File: src/rtcis_consts.vh
// Constants of the real-time clock two-wire slave port
`ifndef RTCIS_CONSTS_VH
`define RTCIS_CONSTS_VH

// Fixed 7-bit slave address 1010 001
`define RTCIS_SLAVE_ADDR      7'h51
`define RTCIS_PTR_WIDTH       4
`define RTCIS_PTR_RESET       4'h0
`define RTCIS_BYTE_BITS       4'h8
`define RTCIS_READ_IDLE       8'hFF

// Bus timeout: 0.95 s at a 40 MHz clock
`define RTCIS_CLK_HZ          40000000
`define RTCIS_TIMEOUT_MS      950
`define RTCIS_TIMEOUT_CYCLES  ((`RTCIS_CLK_HZ / 1000) * `RTCIS_TIMEOUT_MS)

`endif

File: src/rtcis_slave.v
// Two-wire serial slave port with register pointer and bus timeout
`include "rtcis_consts.vh"

module rtcis_slave
(
  input  wire       sys_clk,
  input  wire       reset,
  input  wire       scl_in,
  input  wire       sda_in,
  output reg        sda_out_ff,
  output reg        sda_oe_ff,
  output reg  [3:0] reg_addr_ff,
  output reg  [7:0] reg_wdata_ff,
  output reg        reg_wr_ff,
  output reg        reg_rd_ff,
  input  wire [7:0] reg_rdata,
  output reg        busy_ff,
  output reg        timeout_ff
);

  // ************************************************************
  // State codes
  // ************************************************************
  localparam [2:0] ST_IDLE  = 3'h0;
  localparam [2:0] ST_ADDR  = 3'h1;
  localparam [2:0] ST_WRITE = 3'h2;
  localparam [2:0] ST_READ  = 3'h3;
  localparam [2:0] ST_IGNORE = 3'h4;

  // ************************************************************
  // Line synchronisation and condition detection
  // ************************************************************
  wire [1:0] line_sync;
  reg        scl_d_ff;
  reg        sda_d_ff;
  wire       scl_s;
  wire       sda_s;
  wire       scl_rise;
  wire       scl_fall;
  wire       start_det;
  wire       stop_det;
  wire       to_expired;

  rtcis_sync u_sync
  (
    .sys_clk  (sys_clk),
    .reset    (reset),
    .async_in ({scl_in, sda_in}),
    .sync_out (line_sync)
  );

  assign scl_s    = line_sync[1];
  assign sda_s    = line_sync[0];
  assign scl_rise = scl_s & ~scl_d_ff;
  assign scl_fall = ~scl_s & scl_d_ff;
  // Edges of data with clock high are conditions only
  assign start_det = scl_s & scl_d_ff & sda_d_ff & ~sda_s;
  assign stop_det  = scl_s & scl_d_ff & ~sda_d_ff & sda_s;

  always @(posedge sys_clk or posedge reset)
  begin
    if (reset)
    begin
      scl_d_ff <= 1'b1;
      sda_d_ff <= 1'b1;
    end
    else
    begin
      scl_d_ff <= scl_s;
      sda_d_ff <= sda_s;
    end
  end

  // ************************************************************
  // Transaction state
  // ************************************************************
  reg [2:0] state_ff;
  reg [3:0] bit_cnt_ff;
  reg [7:0] shift_ff;
  reg       ack_phase_ff;
  reg       ptr_loaded_ff;
  reg       master_nack_ff;
  reg       in_txn_ff;
  reg       dead_ff;
  reg [3:0] ptr_ff;

  // Timer runs from start to stop, repeated starts included
  rtcis_timeout u_timeout
  (
    .sys_clk    (sys_clk),
    .reset      (reset),
    .run        (in_txn_ff),
    .restart    (start_det & ~in_txn_ff),
    .expired_ff (to_expired)
  );

  function [3:0] ptr_next;
    input [3:0] p;
    begin
      ptr_next = p + 4'h1;
    end
  endfunction

  function addr_match;
    input [7:0] b;
    begin
      addr_match = (b[7:1] == `RTCIS_SLAVE_ADDR);
    end
  endfunction

  // Eighth bit seen: the byte is complete
  function byte_done;
    input [3:0] cnt;
    begin
      byte_done = (cnt == `RTCIS_BYTE_BITS);
    end
  endfunction

  // Open drain: pull low for a zero, release for a one or when muted
  function pull_for;
    input bit_val;
    input muted;
    begin
      pull_for = ~bit_val & ~muted;
    end
  endfunction

  // ************************************************************
  // Byte engine
  // ************************************************************
  // Received byte including the bit sampled this edge
  // In read the own bits are shifted in too; only bit 7 is driven
  wire [7:0] rx_byte;
  assign rx_byte = {shift_ff[6:0], sda_s};

  always @(posedge sys_clk or posedge reset)
  begin
    if (reset)
    begin
      state_ff       <= ST_IDLE;
      bit_cnt_ff     <= 4'h0;
      shift_ff       <= 8'h0;
      ack_phase_ff   <= 1'b0;
      ptr_loaded_ff  <= 1'b0;
      master_nack_ff <= 1'b0;
      in_txn_ff      <= 1'b0;
      dead_ff        <= 1'b0;
      ptr_ff         <= `RTCIS_PTR_RESET;
      sda_out_ff     <= 1'b0;
      sda_oe_ff      <= 1'b0;
      reg_addr_ff    <= 4'h0;
      reg_wdata_ff   <= 8'h0;
      reg_wr_ff      <= 1'b0;
      reg_rd_ff      <= 1'b0;
    end
    else
    begin
      reg_wr_ff <= 1'b0;
      reg_rd_ff <= 1'b0;
      // Output value stays low; only the enable moves
      sda_out_ff <= 1'b0;
      if (start_det)
      begin
        // Fresh start or repeated start: both begin an address byte
        // A repeated start keeps a timed-out port muted
        state_ff       <= ST_ADDR;
        in_txn_ff      <= 1'b1;
        dead_ff        <= dead_ff & in_txn_ff;
        bit_cnt_ff     <= 4'h0;
        ack_phase_ff   <= 1'b0;
        master_nack_ff <= 1'b0;
        ptr_loaded_ff  <= 1'b0;
        sda_oe_ff      <= 1'b0;
      end
      else if (stop_det)
      begin
        // A stop also lifts a timeout clear
        state_ff  <= ST_IDLE;
        in_txn_ff <= 1'b0;
        dead_ff   <= 1'b0;
        sda_oe_ff <= 1'b0;
      end
      else if (to_expired && !dead_ff && in_txn_ff)
      begin
        // Clear the port; stay mute until the next stop
        // The timer flag lags a stop by a cycle, hence the busy guard
        state_ff  <= ST_IGNORE;
        dead_ff   <= 1'b1;
        sda_oe_ff <= 1'b0;
      end
      else if (state_ff == ST_IDLE || state_ff == ST_IGNORE)
      begin
        sda_oe_ff <= 1'b0;
      end
      else if (scl_rise && !ack_phase_ff)
      begin
        // Sample on clock high
        shift_ff   <= rx_byte;
        bit_cnt_ff <= bit_cnt_ff + 4'h1;
      end
      else if (scl_rise && ack_phase_ff && state_ff == ST_READ)
      begin
        // Ninth clock high: a high line is the master's refusal
        master_nack_ff <= sda_s;
      end
      else if (scl_fall && !ack_phase_ff
               && byte_done(bit_cnt_ff))
      begin
        // Eighth falling edge: release, then acknowledge if receiving
        ack_phase_ff <= 1'b1;
        bit_cnt_ff   <= 4'h0;
        sda_oe_ff    <= 1'b0;
        case (state_ff)
          ST_ADDR:
          begin
            if (addr_match(shift_ff))
            begin
              // Muted after a timeout: no acknowledge on the address
              sda_oe_ff <= ~dead_ff;
              if (shift_ff[0])
              begin
                // Fetch now so bit 7 is ready at the ninth fall
                state_ff    <= ST_READ;
                reg_addr_ff <= ptr_ff;
                reg_rd_ff   <= 1'b1;
              end
              else
              begin
                state_ff <= ST_WRITE;
              end
            end
            else
            begin
              // Not ours: leave the line alone until the next start
              state_ff <= ST_IGNORE;
            end
          end
          ST_WRITE:
          begin
            sda_oe_ff <= ~dead_ff;
            if (dead_ff)
            begin
              // Byte dropped; pointer and registers stay as they were
              ptr_loaded_ff <= 1'b1;
            end
            else if (!ptr_loaded_ff)
            begin
              ptr_ff        <= shift_ff[3:0];
              ptr_loaded_ff <= 1'b1;
            end
            else
            begin
              reg_addr_ff  <= ptr_ff;
              reg_wdata_ff <= shift_ff;
              reg_wr_ff    <= ~dead_ff;
              ptr_ff       <= ptr_next(ptr_ff);
            end
          end
          ST_READ:
          begin
            // Byte sent; advance and fetch the next one
            ptr_ff      <= ptr_next(ptr_ff);
            reg_addr_ff <= ptr_next(ptr_ff);
            reg_rd_ff   <= 1'b1;
          end
          default:
          begin
            state_ff <= ST_IGNORE;
          end
        endcase
      end
      else if (scl_fall && ack_phase_ff)
      begin
        // Ninth falling edge: end acknowledge, maybe drive first bit
        ack_phase_ff <= 1'b0;
        sda_oe_ff    <= 1'b0;
        if (state_ff == ST_READ)
        begin
          if (master_nack_ff)
          begin
            state_ff <= ST_IGNORE;
          end
          else
          begin
            shift_ff  <= dead_ff ? `RTCIS_READ_IDLE : reg_rdata;
            sda_oe_ff <= pull_for(reg_rdata[7], dead_ff);
          end
        end
      end
      else if (scl_fall && state_ff == ST_READ)
      begin
        // Next bit already sits on top after the sampling shift
        sda_oe_ff <= byte_done(bit_cnt_ff) ? 1'b0
                     : pull_for(shift_ff[7], dead_ff);
      end
    end
  end

  // ************************************************************
  // Status outputs
  // ************************************************************
  // One cycle behind the engine so both come straight from flops
  always @(posedge sys_clk or posedge reset)
  begin
    if (reset)
    begin
      busy_ff    <= 1'b0;
      timeout_ff <= 1'b0;
    end
    else
    begin
      busy_ff    <= in_txn_ff;
      timeout_ff <= dead_ff;
    end
  end

endmodule

File: src/rtcis_sync.v
// Two-stage synchroniser for the clock and data lines
module rtcis_sync
(
  input  wire       sys_clk,
  input  wire       reset,
  input  wire [1:0] async_in,
  output wire [1:0] sync_out
);

  reg [1:0] meta_ff;
  reg [1:0] sync_ff;

  // Bus lines idle high, so both stages reset high
  always @(posedge sys_clk or posedge reset)
  begin
    if (reset)
    begin
      meta_ff <= 2'h3;
      sync_ff <= 2'h3;
    end
    else
    begin
      meta_ff <= async_in;
      sync_ff <= meta_ff;
    end
  end

  assign sync_out = sync_ff;

endmodule

File: src/rtcis_timeout.v
// Transaction-length timer for the bus timeout
`include "rtcis_consts.vh"

module rtcis_timeout
#(
  parameter [31:0] LIMIT = `RTCIS_TIMEOUT_CYCLES
)
(
  input  wire sys_clk,
  input  wire reset,
  input  wire run,
  input  wire restart,
  output reg  expired_ff
);

  reg [31:0] count_ff;

  // Counts from the start condition; a repeated start does not restart it
  always @(posedge sys_clk or posedge reset)
  begin
    if (reset)
    begin
      count_ff   <= 32'h0;
      expired_ff <= 1'b0;
    end
    else if (restart || !run)
    begin
      count_ff   <= 32'h0;
      expired_ff <= 1'b0;
    end
    else if (count_ff >= LIMIT - 32'h1)
    begin
      expired_ff <= 1'b1;
    end
    else
    begin
      count_ff <= count_ff + 32'h1;
    end
  end

endmodule

File: config.mk
export PLATFORM = sky130hd
export DESIGN_NAME = rtcis_slave
export DESIGN_NICKNAME = d
export VERILOG_FILES = /design/src/rtcis_slave.v /design/src/rtcis_sync.v /design/src/rtcis_timeout.v
export VERILOG_INCLUDE_DIRS = /design/src
export SDC_FILE = /design/constraint.sdc
export NUM_CORES = 1
export LEC_CHECK = 0
export BUFFER_PORTS_ARGS = -buffer_cell sky130_fd_sc_hd__buf_2
export CAP_MARGIN = 20
export CORE_MARGIN = 4
export CORE_UTILIZATION = 40
export CTS_CLUSTER_DIAMETER = 100
export DETAILED_ROUTE_END_ITERATION = 12
export GPL_ROUTABILITY_DRIVEN = 0
export SLEW_MARGIN = 15
export SYNTH_ARGS = -nofsm -noshare
export SYNTH_HDL_FRONTEND = slang
export SYNTH_SLANG_ARGS = --single-unit
File: constraint.sdc
create_clock -name sys_clk -period 4.1 [get_ports sys_clk]
set_clock_uncertainty 0.05 [all_clocks]
set_input_delay 1.025 -clock sys_clk [delete_from_list [all_inputs] [get_ports sys_clk]]
set_output_delay 1.025 -clock sys_clk [all_outputs]
set_load 0.1 [all_outputs]
==> results.md <==
* Status: finished clean
* Met1 usage at 0.2470
* Leading area contributor after synthesis: dfrtp_1
* Max FO, Critical Path at 23
* FP Rows at 36
* Syn Area/Cell at 9.910 um2
* Vias at 3174
* Critical path's slowest cell: or4_1
* Via/cell ratio at 5.539
* DRC errors left at 0
* Synthesized cell area at 0.004103 mm2
* R2R Setup Slk at 1370 ps
* Power Dens Cells at 387.8 mW/mm2
* DPL Wire Length at 6048 um
* Post_cts resized at 0
* # Max-Cap Violations at 0
* Final period util at 0.6663
* Flop pwr share at 0.543
* Cts bufs inserted at 9
* DP Cell Count at 557
* Vias in the first global route at 2929
* Int Pwr at 1276 uW
* Layout cell share with drive strength beyond 1 at 0.1818
* Congestion Overflow GR at 0
* Initial Utilization at 0.4159
* Die Area at 0.01194 mm2
* Number of setup buffers added after CTS at 0
* Gr usage total at 0.1559
* EDFF count, synth at 0
* Final instance area at 0.004547 mm2
* Async SR Flop Fraction at 1.000
* Startpoint types: flop
* Depth of the CTS H-tree at 3
* Critical path arrival at 2940 ps
* Clk sinks at 80
* Rel. slew slack at 0.3522
* IO Count at 30
* Non-Filler Instances at 573
* CTS tree: done
* Synth warn at 0
* Hold buffers post-CTS at 0
* Switching share of power at 0.2766
* Routing usage on met2 at 0.2127
* Clk pwr share at 0.337
* Routed WL at 8764 um
* Reg2Reg Launch Point: u_timeout.count_ff[26]
* WS Path Type: flop to flop
* Max incr delay on CP at 650 ps
* Pin count of the biggest net entering global routing at 42
* # setup viols final at 0
* Seq cells post-synth at 80
* Slew Limit Fails at 0
* Yosys top cell area share at 0.4514
* Endpoints failing hold at 0
* Reg clk slew, reported paths at 80 ps
* Min-delay src: u_sync.meta_ff[0]
* Area contributors post-synth: dfrtp_1 45%, mux2_2 5.8%, nand2_1 4.0%, dfstp_2 3.8%, o31ai_1 3.3%
* Synthesized net count at 430
* Worst-Skew Late Latency at 350 ps
* Placed cell area at 0.004347 mm2
* Max VDD drop at 177.2 uV
* Min cycle time layout at 2732 ps
* Register area share after synthesis at 0.4898
* Yosys cell types at 54
* Clock buffer depth at 2
* Combinational fraction of design power at 0.119
* Worst-margin pin slew at 962.8 ps
* Fmax at 366.0 MHz
* DR WL/cell at 15.29 um
* Design Power at 1763 uW
* Leakage at 0.001994 uW
* Crit. End Element: flop
* Antenna violations before repair at 0
* Mapped Cells at 414
* Nets at 451
* HP Class: flop to flop
* Psw at 487.6 uW
* Port bufs at 28
* WP data required at 4310 ps
* Met3 global-route usage at 0.03197
* Crit path launch: u_timeout.count_ff[26]
* Top_reg_cell synth: dfrtp_1
* DIE WIDTH at 109.3 um
* Global-route wire length before repair at 14820 um
* ANT nets after route at 0
* Die height at 109.3 um
* Setup TNS at 0 ps
* Inserted Diodes at 0
* Unrepaired setup endpoints after global routing: no
* Most Used Layer, Global Route: met1
* Iter 0 DRT Violations at 187
* Detailed Routing Iterations Pass 1 at 4
* Core area at 0.009864 mm2
* P&R area growth vs syn at 10.83%
* CP cell instances: or4_4 > a2111oi_4 > nand4_2 > or4_1 > a21oi_1
* Clock Tree Root: clkbuf_8
[worst max-delay path, delay by kind of cell, from the launching register on]
family           cells  cell delay (ps)
flip-flops           1              380
AND/OR/NAND/NOR      3             1680
AO/OA/AOI/OAI        2              540
[layout by cell type, fill, tap and decap left out, drive strengths merged, types with 3 or more instances in the layout]
cell	synthesis	layout
a21oi	23	23
a31oi	4	4
and2	7	7
and3	3	3
buf	6	32
clkbuf	16	14
dfrtp	74	74
dfstp	6	6
ha	4	4
inv	9	8
mux2	21	21
mux2i	10	10
nand2	44	44
nand2b	10	10
nand3	13	13
nand3b	3	3
nand4	8	8
nor2	21	21
nor2b	5	5
nor3	12	12
nor3b	3	3
nor4	11	11
o211ai	4	4
o21ai	24	24
o31ai	18	18
or3	6	6
or4	18	18
xor2	3	3
[cell type report]
cell class	instances	area, um2
fillers	917	5318
flip-flops and latches	80	2009
clock buffers	14	162.7
multi-input cells	302	1962
repair buffers	32	170.2
inverters	10	38.79
well taps	133	166.4
clock inverters	2	37.54
[power by group through the flow]
stage	logic, uW	clock network [uW]	registers, uW
3_3_place_gp	206	0	968
3_5_place_dp	212	0	971
6_report	210	595	958
5_1_grt	249	652	974
2_1_floorplan	177	0	935
4_1_cts	213	616	955
[cells by family after synthesis]
family | after synthesis | share of synthesized area
adders and majority gates | 4 | 0.01220
AOI/OAI and AO/OA | 86 | 0.1354
muxes | 31 | 0.08204
DFF | 80 | 0.4898
other | 1 | 0.0009140
and+or+nand+nor | 175 | 0.2357
xor gates and xnor gates | 5 | 0.01068
buffers and inverters | 32 | 0.03324
[through the flow]
| stage | util | worst slack, ps | hold WS (ps) |
|---|---|---|---|
| after floorplan | - | 983.2 | 295.2 |
| after global placement | 0.4406 | 1413 | 296.8 |
| after detailed placement | 0.4406 | 1353 | 296.9 |
| after CTS | 0.4609 | 1352 | 308.3 |
| after global routing | 0.4609 | 1129 | 313.2 |
| final | 0.4609 | 1368 | 306.9 |
[synthesized netlist by cell type, types with 2 or more instances]
cell      number
dfrtp_1       74
nand2_1       44
o21ai_0       24
a21oi_1       23
mux2_2        21
nor2_1        21
o31ai_1       18
or4_1         17
clkbuf_1      16
nand3_1       13
nor3_1        12
nor4_1        11
mux2i_1       10
nand2b_1      10
inv_1          9
and2_1         7
nand4_1        7
dfstp_2        6
or3_1          6
nor2b_1        5
a31oi_1        4
buf_2          4
ha_1           4
o211ai_1       4
and3_1         3
nand3b_1       3
nor3b_1        3
xor2_1         3
a22o_1         2
and3b_1        2
and4_1         2
nor4b_1        2
or2_2          2
xnor2_1        2
[worst paths after layout]
| check | depth (start not counted) | endpoint |
|---|---|---|
| hold reg to reg | 0 | u_sync.sync_out[0] |
| max in group asynchronous | 3 | ptr_ff[0] |
| min in group asynchronous | 2 | u_timeout.count_ff[2] |
| hold / removal | 0 | u_sync.sync_out[0] |
| setup / recovery | 5 | u_timeout.count_ff[24] |
| setup reg to reg | 5 | u_timeout.count_ff[24] |
[state kept, by name, indices dropped and copies added (netlist names), 2 cells and up]
signal	count
u_sync.meta_ff	2
state_ff	3
bit_cnt_ff	4
shift_ff	8
reg_addr_ff	4
u_sync.sync_out	2
ptr_ff	4
u_timeout.count_ff	32
reg_wdata_ff	8
[layer usage]
metal | part of all wire | vias up
met4 | 0.012 | 0
met3 | 0.040 | 13
met2 | 0.43 | 54
li1 | - | 1566
met1 | 0.52 | 1541
met5 | 0 | -
No activity file was read; power rests on OpenSTA's default activity.
